==> config.mk <==
export PLATFORM = sky130hd
export DESIGN_NAME = cvsd_slope_core
export DESIGN_NICKNAME = d
export VERILOG_FILES = /design/src/cvsd_pkg.sv /design/src/cvsd_fifo_if.sv /design/src/cvsd_slope_core.sv /design/src/cvsd_fifo.sv
export VERILOG_INCLUDE_DIRS = /design/src
export SDC_FILE = /design/constraint.sdc
export NUM_CORES = 1
export LEC_CHECK = 0
export BUFFER_PORTS_ARGS = -buffer_cell sky130_fd_sc_hd__buf_2
export CAP_MARGIN = 20
export CORE_ASPECT_RATIO = 0.6
export CORE_MARGIN = 2
export CORE_UTILIZATION = 46
export DETAILED_ROUTE_END_ITERATION = 8
export GPL_TIMING_DRIVEN = 0
export PLACE_DENSITY_LB_ADDON = 0.08
export SYNTH_ARGS = -nofsm -noshare
export SYNTH_HDL_FRONTEND = slang
export SYNTH_SLANG_ARGS = --single-unit
==> constraint.sdc <==
create_clock -name ref_clk -period 2.1 [get_ports ref_clk]
set_clock_uncertainty 0.2 [all_clocks]
set_input_delay 0.21 -clock ref_clk [delete_from_list [all_inputs] [get_ports ref_clk]]
set_output_delay 0.21 -clock ref_clk [all_outputs]
set_load 0.1 [all_outputs]
==> src/cvsd_consts.svh <==
`ifndef CVSD_CONSTS_SVH
`define CVSD_CONSTS_SVH

// Local clock period in ns (100 MHz)
`define CVSD_REF_PERIOD_NS 10
// Least widths of the bit clock phases, in ns
`define CVSD_BCLK_HI_MIN_NS 300
`define CVSD_BCLK_LO_MIN_NS 900
// History register lengths of the two variants
`define CVSD_HIST_LEN_GEN 3
`define CVSD_HIST_LEN_TEL 4
// Alternating reset pattern, low bits are used
`define CVSD_HIST_RST_PAT 8'hAA
// Tap buffer shape
`define CVSD_TAP_DEPTH 8
`define CVSD_TAP_WIDTH 2
// Bit positions in a tap word
`define CVSD_TAP_SIGN_POS 0
`define CVSD_TAP_COINC_POS 1

`endif

==> src/cvsd_pkg.sv <==
package cvsd_pkg;

   typedef enum logic {
      CVSD_DECODE = 1'b0,
      CVSD_ENCODE = 1'b1
   } cvsd_mode_t;

   typedef enum logic [1:0] {
      CVSD_BCLK_LOW = 2'b00,
      CVSD_BCLK_HIGH = 2'b01,
      CVSD_BCLK_RUNT = 2'b10
   } cvsd_bclk_st_t;

endpackage

==> src/cvsd_fifo_if.sv <==
interface cvsd_fifo_if #(
   parameter int WIDTH = 2
);
   logic push_valid;
   logic push_ready;
   logic [WIDTH-1:0] push_data;
   logic pop_valid;
   logic pop_ready;
   logic [WIDTH-1:0] pop_data;

   modport fifo_side (
      input push_valid, push_data, pop_ready,
      output push_ready, pop_valid, pop_data
   );
   modport user_side (
      output push_valid, push_data, pop_ready,
      input push_ready, pop_valid, pop_data
   );
endinterface

==> src/cvsd_slope_core.sv <==
// Notes on behaviour
// Serial output changes only at a bit clock falling edge, steady between.
// Encode: output high when feedback exceeds analog input.
// Coincidence low while history is all ones or all zeros.
// History length is a build parameter, three or four stages.
// Encode select high shifts comparator result, low shifts data input.
// Data input appears complemented at the serial output.
// Output looped to data input in decode gives a toggling idle pattern.
// History advances one stage per falling edge, dropping the oldest bit.
// Exactly one serial bit per bit clock period.
// Idle encode loop settles to alternating one, zero output.
// Slope direction equals the current sign bit.
// Signalling is forced by far side via data input with decode selected.
// Adaptation uses only past history bits; no rate change, no framing.
// Decode: data high steers current into integrator, low out of it.
// Reset loads an alternating history so coincidence starts inactive.
`include "cvsd_consts.svh"

module cvsd_slope_core #(
   parameter int HIST_LEN = `CVSD_HIST_LEN_TEL,
   parameter int TAP_DEPTH = `CVSD_TAP_DEPTH
) (
   // Clock and reset
   input wire logic ref_clk,
   input wire logic rst_b,
   // Codec pins, asynchronous to ref_clk
   input wire logic bit_clk,
   input wire logic ain_above_fb,
   input wire logic data_in,
   input wire cvsd_pkg::cvsd_mode_t mode_sel,
   // Codec outputs
   output logic serial_out,
   output logic slope_dir,
   output logic coinc_b,
   output logic bclk_runt,
   // Bit tap toward on-chip logic
   output logic [`CVSD_TAP_WIDTH-1:0] tap_data,
   output logic tap_valid,
   input wire logic tap_ready,
   output logic tap_room,
   output logic tap_overrun
);
   import cvsd_pkg::*;

   localparam int HI_MIN_CYC = (`CVSD_BCLK_HI_MIN_NS + `CVSD_REF_PERIOD_NS - 1)
      / `CVSD_REF_PERIOD_NS;
   localparam int LO_MIN_CYC = (`CVSD_BCLK_LO_MIN_NS + `CVSD_REF_PERIOD_NS - 1)
      / `CVSD_REF_PERIOD_NS;
   localparam int CW = $clog2(LO_MIN_CYC + 1);
   localparam logic [HIST_LEN-1:0] HIST_RST = HIST_LEN'(`CVSD_HIST_RST_PAT);

   generate
      if (HIST_LEN != `CVSD_HIST_LEN_GEN && HIST_LEN != `CVSD_HIST_LEN_TEL) begin : g_bad
         $error("cvsd_slope_core history length must be 3 or 4");
      end
   endgenerate

   // Two-stage synchronisers for all pin inputs
   logic [3:0] sync1_r;
   logic [3:0] sync2_r;
   logic bclk_s;
   logic ain_s;
   logic din_s;
   cvsd_mode_t mode_s;

   always_ff @(posedge ref_clk) begin
      if (!rst_b) begin
         sync1_r <= 4'h0;
         sync2_r <= 4'h0;
      end else begin
         sync1_r <= {bit_clk, ain_above_fb, data_in, mode_sel};
         sync2_r <= sync1_r;
      end
   end

   assign bclk_s = sync2_r[3];
   assign ain_s = sync2_r[2];
   assign din_s = sync2_r[1];
   assign mode_s = cvsd_mode_t'(sync2_r[0]);

   // Bit clock phase tracking; a high phase shorter than the least width is
   // not trusted, so a short high pulse from noise on the clock pin cannot insert an extra bit.
   cvsd_bclk_st_t bst_r;
   logic [CW-1:0] ph_cnt_r;
   logic fall_evt;
   logic runt_r;

   assign fall_evt = (bst_r == CVSD_BCLK_HIGH) && !bclk_s;

   always_ff @(posedge ref_clk) begin
      if (!rst_b) begin
         bst_r <= CVSD_BCLK_LOW;
         ph_cnt_r <= '0;
      end else begin
         case (bst_r)
            CVSD_BCLK_LOW: begin
               if (bclk_s) begin
                  bst_r <= (ph_cnt_r >= CW'(LO_MIN_CYC)) ? CVSD_BCLK_RUNT
                     : CVSD_BCLK_RUNT;
                  ph_cnt_r <= CW'(1);
               end else if (ph_cnt_r != '1) begin
                  ph_cnt_r <= ph_cnt_r + CW'(1);
               end
            end
            CVSD_BCLK_RUNT: begin
               if (!bclk_s) begin
                  bst_r <= CVSD_BCLK_LOW;
                  ph_cnt_r <= '0;
               end else if (ph_cnt_r >= CW'(HI_MIN_CYC - 1)) begin
                  bst_r <= CVSD_BCLK_HIGH;
               end else begin
                  ph_cnt_r <= ph_cnt_r + CW'(1);
               end
            end
            CVSD_BCLK_HIGH: begin
               if (!bclk_s) begin
                  bst_r <= CVSD_BCLK_LOW;
                  ph_cnt_r <= '0;
               end
            end
            default: begin
               bst_r <= CVSD_BCLK_LOW;
               ph_cnt_r <= '0;
            end
         endcase
      end
   end

   // Sticky runt indication: a short high phase was dropped
   always_ff @(posedge ref_clk) begin
      if (!rst_b) begin
         runt_r <= 1'b0;
      end else if (bst_r == CVSD_BCLK_RUNT && !bclk_s) begin
         runt_r <= 1'b1;
      end
   end

   // Length of the current high run, read only by the checks below
   logic [CW-1:0] hi_run_r;

   always_ff @(posedge ref_clk) begin
      if (!rst_b) begin
         hi_run_r <= '0;
      end else if (!bclk_s) begin
         hi_run_r <= '0;
      end else if (hi_run_r != '1) begin
         hi_run_r <= hi_run_r + CW'(1);
      end
   end

   // Sign selection
   logic sign_nxt;
   always_comb begin
      if (mode_s == CVSD_ENCODE) begin
         sign_nxt = !ain_s;
      end else begin
         sign_nxt = !din_s;
      end
   end

   logic out_r;
   logic slope_r;
   logic [HIST_LEN-1:0] hist_r;
   logic coinc_b_r;

   always_ff @(posedge ref_clk) begin
      if (!rst_b) begin
         out_r <= 1'b0;
         slope_r <= 1'b0;
      end else if (fall_evt) begin
         out_r <= sign_nxt;
         slope_r <= sign_nxt;
      end
   end

   always_ff @(posedge ref_clk) begin
      if (!rst_b) begin
         hist_r <= HIST_RST;
      end else if (fall_evt) begin
         hist_r <= {hist_r[HIST_LEN-2:0], sign_nxt};
      end
   end

   always_ff @(posedge ref_clk) begin
      if (!rst_b) begin
         coinc_b_r <= 1'b1;
      end else begin
         coinc_b_r <= !((&hist_r) || !(|hist_r));
      end
   end

   // Tap buffer; the bit clock cannot be stalled, so a full buffer drops the
   // bit and flags it rather than disturbing the channel rate.
   cvsd_fifo_if #(.WIDTH(`CVSD_TAP_WIDTH)) tap_if ();
   logic push_r;
   logic [`CVSD_TAP_WIDTH-1:0] push_data_r;
   logic ovr_r;
   logic room_r;

   always_ff @(posedge ref_clk) begin
      if (!rst_b) begin
         push_r <= 1'b0;
         push_data_r <= '0;
      end else begin
         push_r <= fall_evt;
         push_data_r[`CVSD_TAP_SIGN_POS] <= sign_nxt;
         push_data_r[`CVSD_TAP_COINC_POS] <= coinc_b_r;
      end
   end

   always_ff @(posedge ref_clk) begin
      if (!rst_b) begin
         ovr_r <= 1'b0;
         room_r <= 1'b1;
      end else begin
         room_r <= tap_if.push_ready;
         if (push_r && !tap_if.push_ready) begin
            ovr_r <= 1'b1;
         end
      end
   end

   assign tap_if.push_valid = push_r;
   assign tap_if.push_data = push_data_r;
   assign tap_if.pop_ready = tap_ready;

   cvsd_fifo #(
      .WIDTH(`CVSD_TAP_WIDTH),
      .DEPTH(TAP_DEPTH)
   ) u_tap_fifo (
      .ref_clk(ref_clk),
      .rst_b(rst_b),
      .fif(tap_if.fifo_side)
   );

   assign serial_out = out_r;
   assign slope_dir = slope_r;
   assign coinc_b = coinc_b_r;
   assign bclk_runt = runt_r;
   assign tap_data = tap_if.pop_data;
   assign tap_valid = tap_if.pop_valid;
   assign tap_room = room_r;
   assign tap_overrun = ovr_r;
endmodule

==> src/cvsd_fifo.sv <==
`include "cvsd_consts.svh"

module cvsd_fifo #(
   parameter int WIDTH = `CVSD_TAP_WIDTH,
   parameter int DEPTH = `CVSD_TAP_DEPTH
) (
   // Clock and reset
   input wire logic ref_clk,
   input wire logic rst_b,
   // Both sides of the buffer
   cvsd_fifo_if.fifo_side fif
);
   import cvsd_pkg::*;

   localparam int AW = $clog2(DEPTH);

   generate
      if (DEPTH < 2 || (DEPTH & (DEPTH - 1)) != 0) begin : g_bad_depth
         $error("cvsd_fifo depth must be a power of two, at least 2");
      end
   endgenerate

   logic [WIDTH-1:0] mem_r [DEPTH];
   logic [AW-1:0] wr_r;
   logic [AW-1:0] rd_r;
   logic [AW:0] cnt_r;
   logic full_r;
   logic empty_r;
   logic do_push;
   logic do_pop;

   assign do_push = fif.push_valid && !full_r;
   assign do_pop = fif.pop_ready && !empty_r;
   assign fif.push_ready = !full_r;
   assign fif.pop_valid = !empty_r;
   assign fif.pop_data = mem_r[rd_r];

   genvar gi;
   generate
      for (gi = 0; gi < DEPTH; gi++) begin : g_ent
         always_ff @(posedge ref_clk) begin
            if (!rst_b) begin
               mem_r[gi] <= '0;
            end else if (do_push && wr_r == AW'(gi)) begin
               mem_r[gi] <= fif.push_data;
            end
         end
      end
   endgenerate

   always_ff @(posedge ref_clk) begin
      if (!rst_b) begin
         wr_r <= '0;
         rd_r <= '0;
      end else begin
         if (do_push) begin
            wr_r <= wr_r + AW'(1);
         end
         if (do_pop) begin
            rd_r <= rd_r + AW'(1);
         end
      end
   end

   // Flags are registered so neither side sees a combinational count compare
   always_ff @(posedge ref_clk) begin
      if (!rst_b) begin
         cnt_r <= '0;
         full_r <= 1'b0;
         empty_r <= 1'b1;
      end else if (do_push && !do_pop) begin
         cnt_r <= cnt_r + (AW+1)'(1);
         full_r <= (cnt_r == (AW+1)'(DEPTH - 1));
         empty_r <= 1'b0;
      end else if (do_pop && !do_push) begin
         cnt_r <= cnt_r - (AW+1)'(1);
         full_r <= 1'b0;
         empty_r <= (cnt_r == (AW+1)'(1));
      end
   end
endmodule

==> flow_summary_export.csv <==
group,metric,value,unit
worst_setup_path,endpoint_kind,"flip-flop",
worst_setup_path,cp_data_required_time,2160,ps
grt,overflow,0,
yosys,postSynthAreaPerCell,10.1,um2
finish,nets,308,
worst_setup_path,crit_arrival,2340,ps
clocking,clock_sinks,59,
yosys,ys_warn_count,0,
finish,fin_util,0.608,
run,cap_violations,0,
yosys,synth_flop_cell,"dfxtp_1",
finish,fin_cells,359,
die,die_x,100,um
place,dp_hpwl,3520,um
place,numPortBuffers,14,
yosys,synth_seq_cells,59,
drt,vias_per_cell,5.18,
clocking,clockBufferDepth,2,
die,num_rows,20,
clocking,clk_latency,340,ps
finish,syn2layout_area_growth,24.4,%
drt,drtIter0Drc,85,
worst_setup_path,crit_chain,"inv_2 > ha_4 > or3_4 > a2111oi_4 > o21ai_2 > or4_1 > a21oi_1",
die,die_area,0.00616,mm2
clocking,cts_tree,"built",
pwr,leakage,1.25,nW
yosys,yosysSeqAreaShare,0.527,
place,dp.cells,333,
run_status,violations,"negative setup slack",
die,pin_count,16,
drt,routed_wirelength,5260,um
yosys,syn_nets,273,
grt,grt_pass1_vias,1644,
die,fp.dieH,61.6,um
finish,drive_gt1_frac,0.222,
pwr,irDropWorstVdd,0.000373,V
worst_setup_path,cp_max_fo,4,
timing,min_period,2280,ps
drt,wl_per_cell,14.6,um
worst_setup_path,critPathLaunchType,"flip-flop",
worst_setup_path,slowest_delay,480,ps
min_path,worstHoldPathType,"input pin to flip-flop",
timing,post-route-period-util,1.08,
place,place.gp.congestion,0.768,
die,core-area,0.00520,mm2
yosys,async_flop_share,0,
run_status,status,"finished with violations",
timing,slew_headroom,0.579,
yosys,netlist_instances,253,
drt,firstDrtPassIters,4,
timing,rsz0062_at_grt,"yes",
clocking,cts-htree-levels,3,
grt,grt_pass1_wl,8420,um
clocking,numCtsBuffers,9,
drt,drcViolationCount,0,
timing,fin_ws,-176,ps
timing,fmax,0.439,GHz
die,start_util,0.489,
clocking,path_clk_slew,70,ps
drt,drtAntennaViolNets,0,
drt,dr_total_vias,1861,
finish,antennaDiodeCount,0,
worst_setup_path,crit_type,"flip-flop to flip-flop",
pwr,report.power.total,2.71,mW
worst_setup_path,cpMaxStageDelayCell,"or4_1",
timing,hold_viol_final,0,
timing,fin_setup_tns,-626,ps
yosys,synth_area,0.00254,mm2
grt,grt_max_degree,12,
grt,grt_usage,0.187,
grt,antenna_found_initial,0,
timing,worst_pin_slew,632,ps
timing,setup-violations-final,8,
pwr,power_density,856,mW/mm2
timing,slew_viol_final,0,
clocking,cts_root_buffer,"clkbuf_8",
yosys,synth_cell_types,40,
yosys,synth_edf_count,16,
[cell type report]
type,instances,area [um2]
fillers,434,2040
flip-flops and latches,59,1350
multi-input cells,172,1170
repair buffers,25,200
clock inverters,7,140
clock buffers,9,124
well taps,66,82.6
plain buffers,9,50.0
inverters,12,45.0
[report_power, final]
part / switching, mW / internal (mW)
logic: 0.0803 / 0.0556
clock network: 0.465 / 0.905
registers: 0.0126 / 1.19
[state kept, by name, summed over array words and instances (netlist names), named ones only]
register,flops
hist_r,4
u_tap_fifo.full_r,1
tap_room,1
coinc_b,1
push_r,1
sync2_r,4
u_tap_fifo.wr_r,3
sync1_r,4
u_tap_fifo.mem_r,16
tap_overrun,1
bclk_runt,1
bst_r,2
push_data_r,2
ph_cnt_r,7
u_tap_fifo.rd_r,3
u_tap_fifo.cnt_r,4
u_tap_fifo.empty_r,1
[metrics by stage]
| step | setup WS (ps) | hold slack, ps | area (um2) |
|---|---|---|---|
| global placement | -210 | 216 | 2710 |
| CTS | -160 | 125 | 3110 |
| detailed placement | -194 | 214 | 2710 |
| global route | -229 | 130 | 3170 |
| finish | -176 | 103 | 3170 |
| floorplan | -68.0 | 137 | 2550 |
[synthesized netlist by cell type, types with 2 or more instances]
cell type / instances / share of area
o21ai_0: 6 / 0.012
xnor2_1: 3 / 0.010
mux2_2: 2 / 0.0088
and3_1: 3 / 0.0074
a21oi_1: 16 / 0.031
nor2_1: 36 / 0.053
nand3_1: 13 / 0.026
dfxtp_1: 43 / 0.34
edfxtp_1: 16 / 0.19
mux4_2: 4 / 0.035
inv_1: 11 / 0.016
nand2_1: 27 / 0.040
nand4_1: 3 / 0.0074
or3_1: 2 / 0.0049
nor4_1: 2 / 0.0049
xor2_1: 4 / 0.014
and2_1: 12 / 0.029
mux2i_1: 3 / 0.012
nor2b_1: 2 / 0.0049
or4_1: 5 / 0.015
ha_1: 13 / 0.064
a211oi_1: 2 / 0.0059
nor3_1: 2 / 0.0039
clkbuf_1: 7 / 0.010
[placed cells by master, fill, tap and decap left out, drive strengths merged, types with 5 or more instances in the layout]
master / instances
a21oi: 16
ha: 13
or4: 5
and2: 12
nand2: 27
nand3: 13
nor2: 36
clkbuf: 16
inv: 11
o21ai: 7
dfxtp: 43
edfxtp: 16
buf: 23
[kinds of logic (layout without fill, tap and decap cells)]
logic type	after synthesis	after routing	synth area share
multiplexers	9	9	0.0560
AO/OA/AOI/OAI	32	32	0.0841
flip-flops	59	59	0.527
AND/OR/NAND/NOR	111	111	0.210
adder cells (fa/ha/maj)	13	13	0.0639
XOR/XNOR	7	7	0.0241
buffers and inverters	22	62	0.0344
[path summary, 6_finish.rpt]
check	slack [ps]	cells after the start	startpoint	endpoint
worst min-delay path	100	2	rst_b	sync2_r[0]
worst max register to register	-180	7	ph_cnt_r[1]	ph_cnt_r[2]
worst max-delay path	-180	7	ph_cnt_r[1]	ph_cnt_r[2]
worst min register to register	230	1	sync1_r[0]	sync2_r[0]
[per-layer routing]
metal | global-route usage | part of all wire
met1 | 0.284 | 0.57
met2 | 0.242 | 0.37
met3 | 0.0715 | 0.056
met4 | 0.0528 | 0.0059
met5 | 0 | 0
[critical path: cells and delay by family, from the launching register on]
kind                       cells  cell delay [ps]
AOI/OAI and AO/OA              3              640
adders and majority gates      1              140
buffers and inverters          1               40
DFF                            1              350
and+or+nand+nor                2              840
[what timing repair did]
action                                 4_1_cts  5_1_grt
gates resized for setup                     17       16
setup endpoints to repair                   11       12
pin swaps                                    3        1
hold buffers                                 4        0
endpoints found under the hold margin        4        0
cloned                                       0        0
setup buffers                                5        3
No activity file was read; power rests on OpenSTA's default activity.
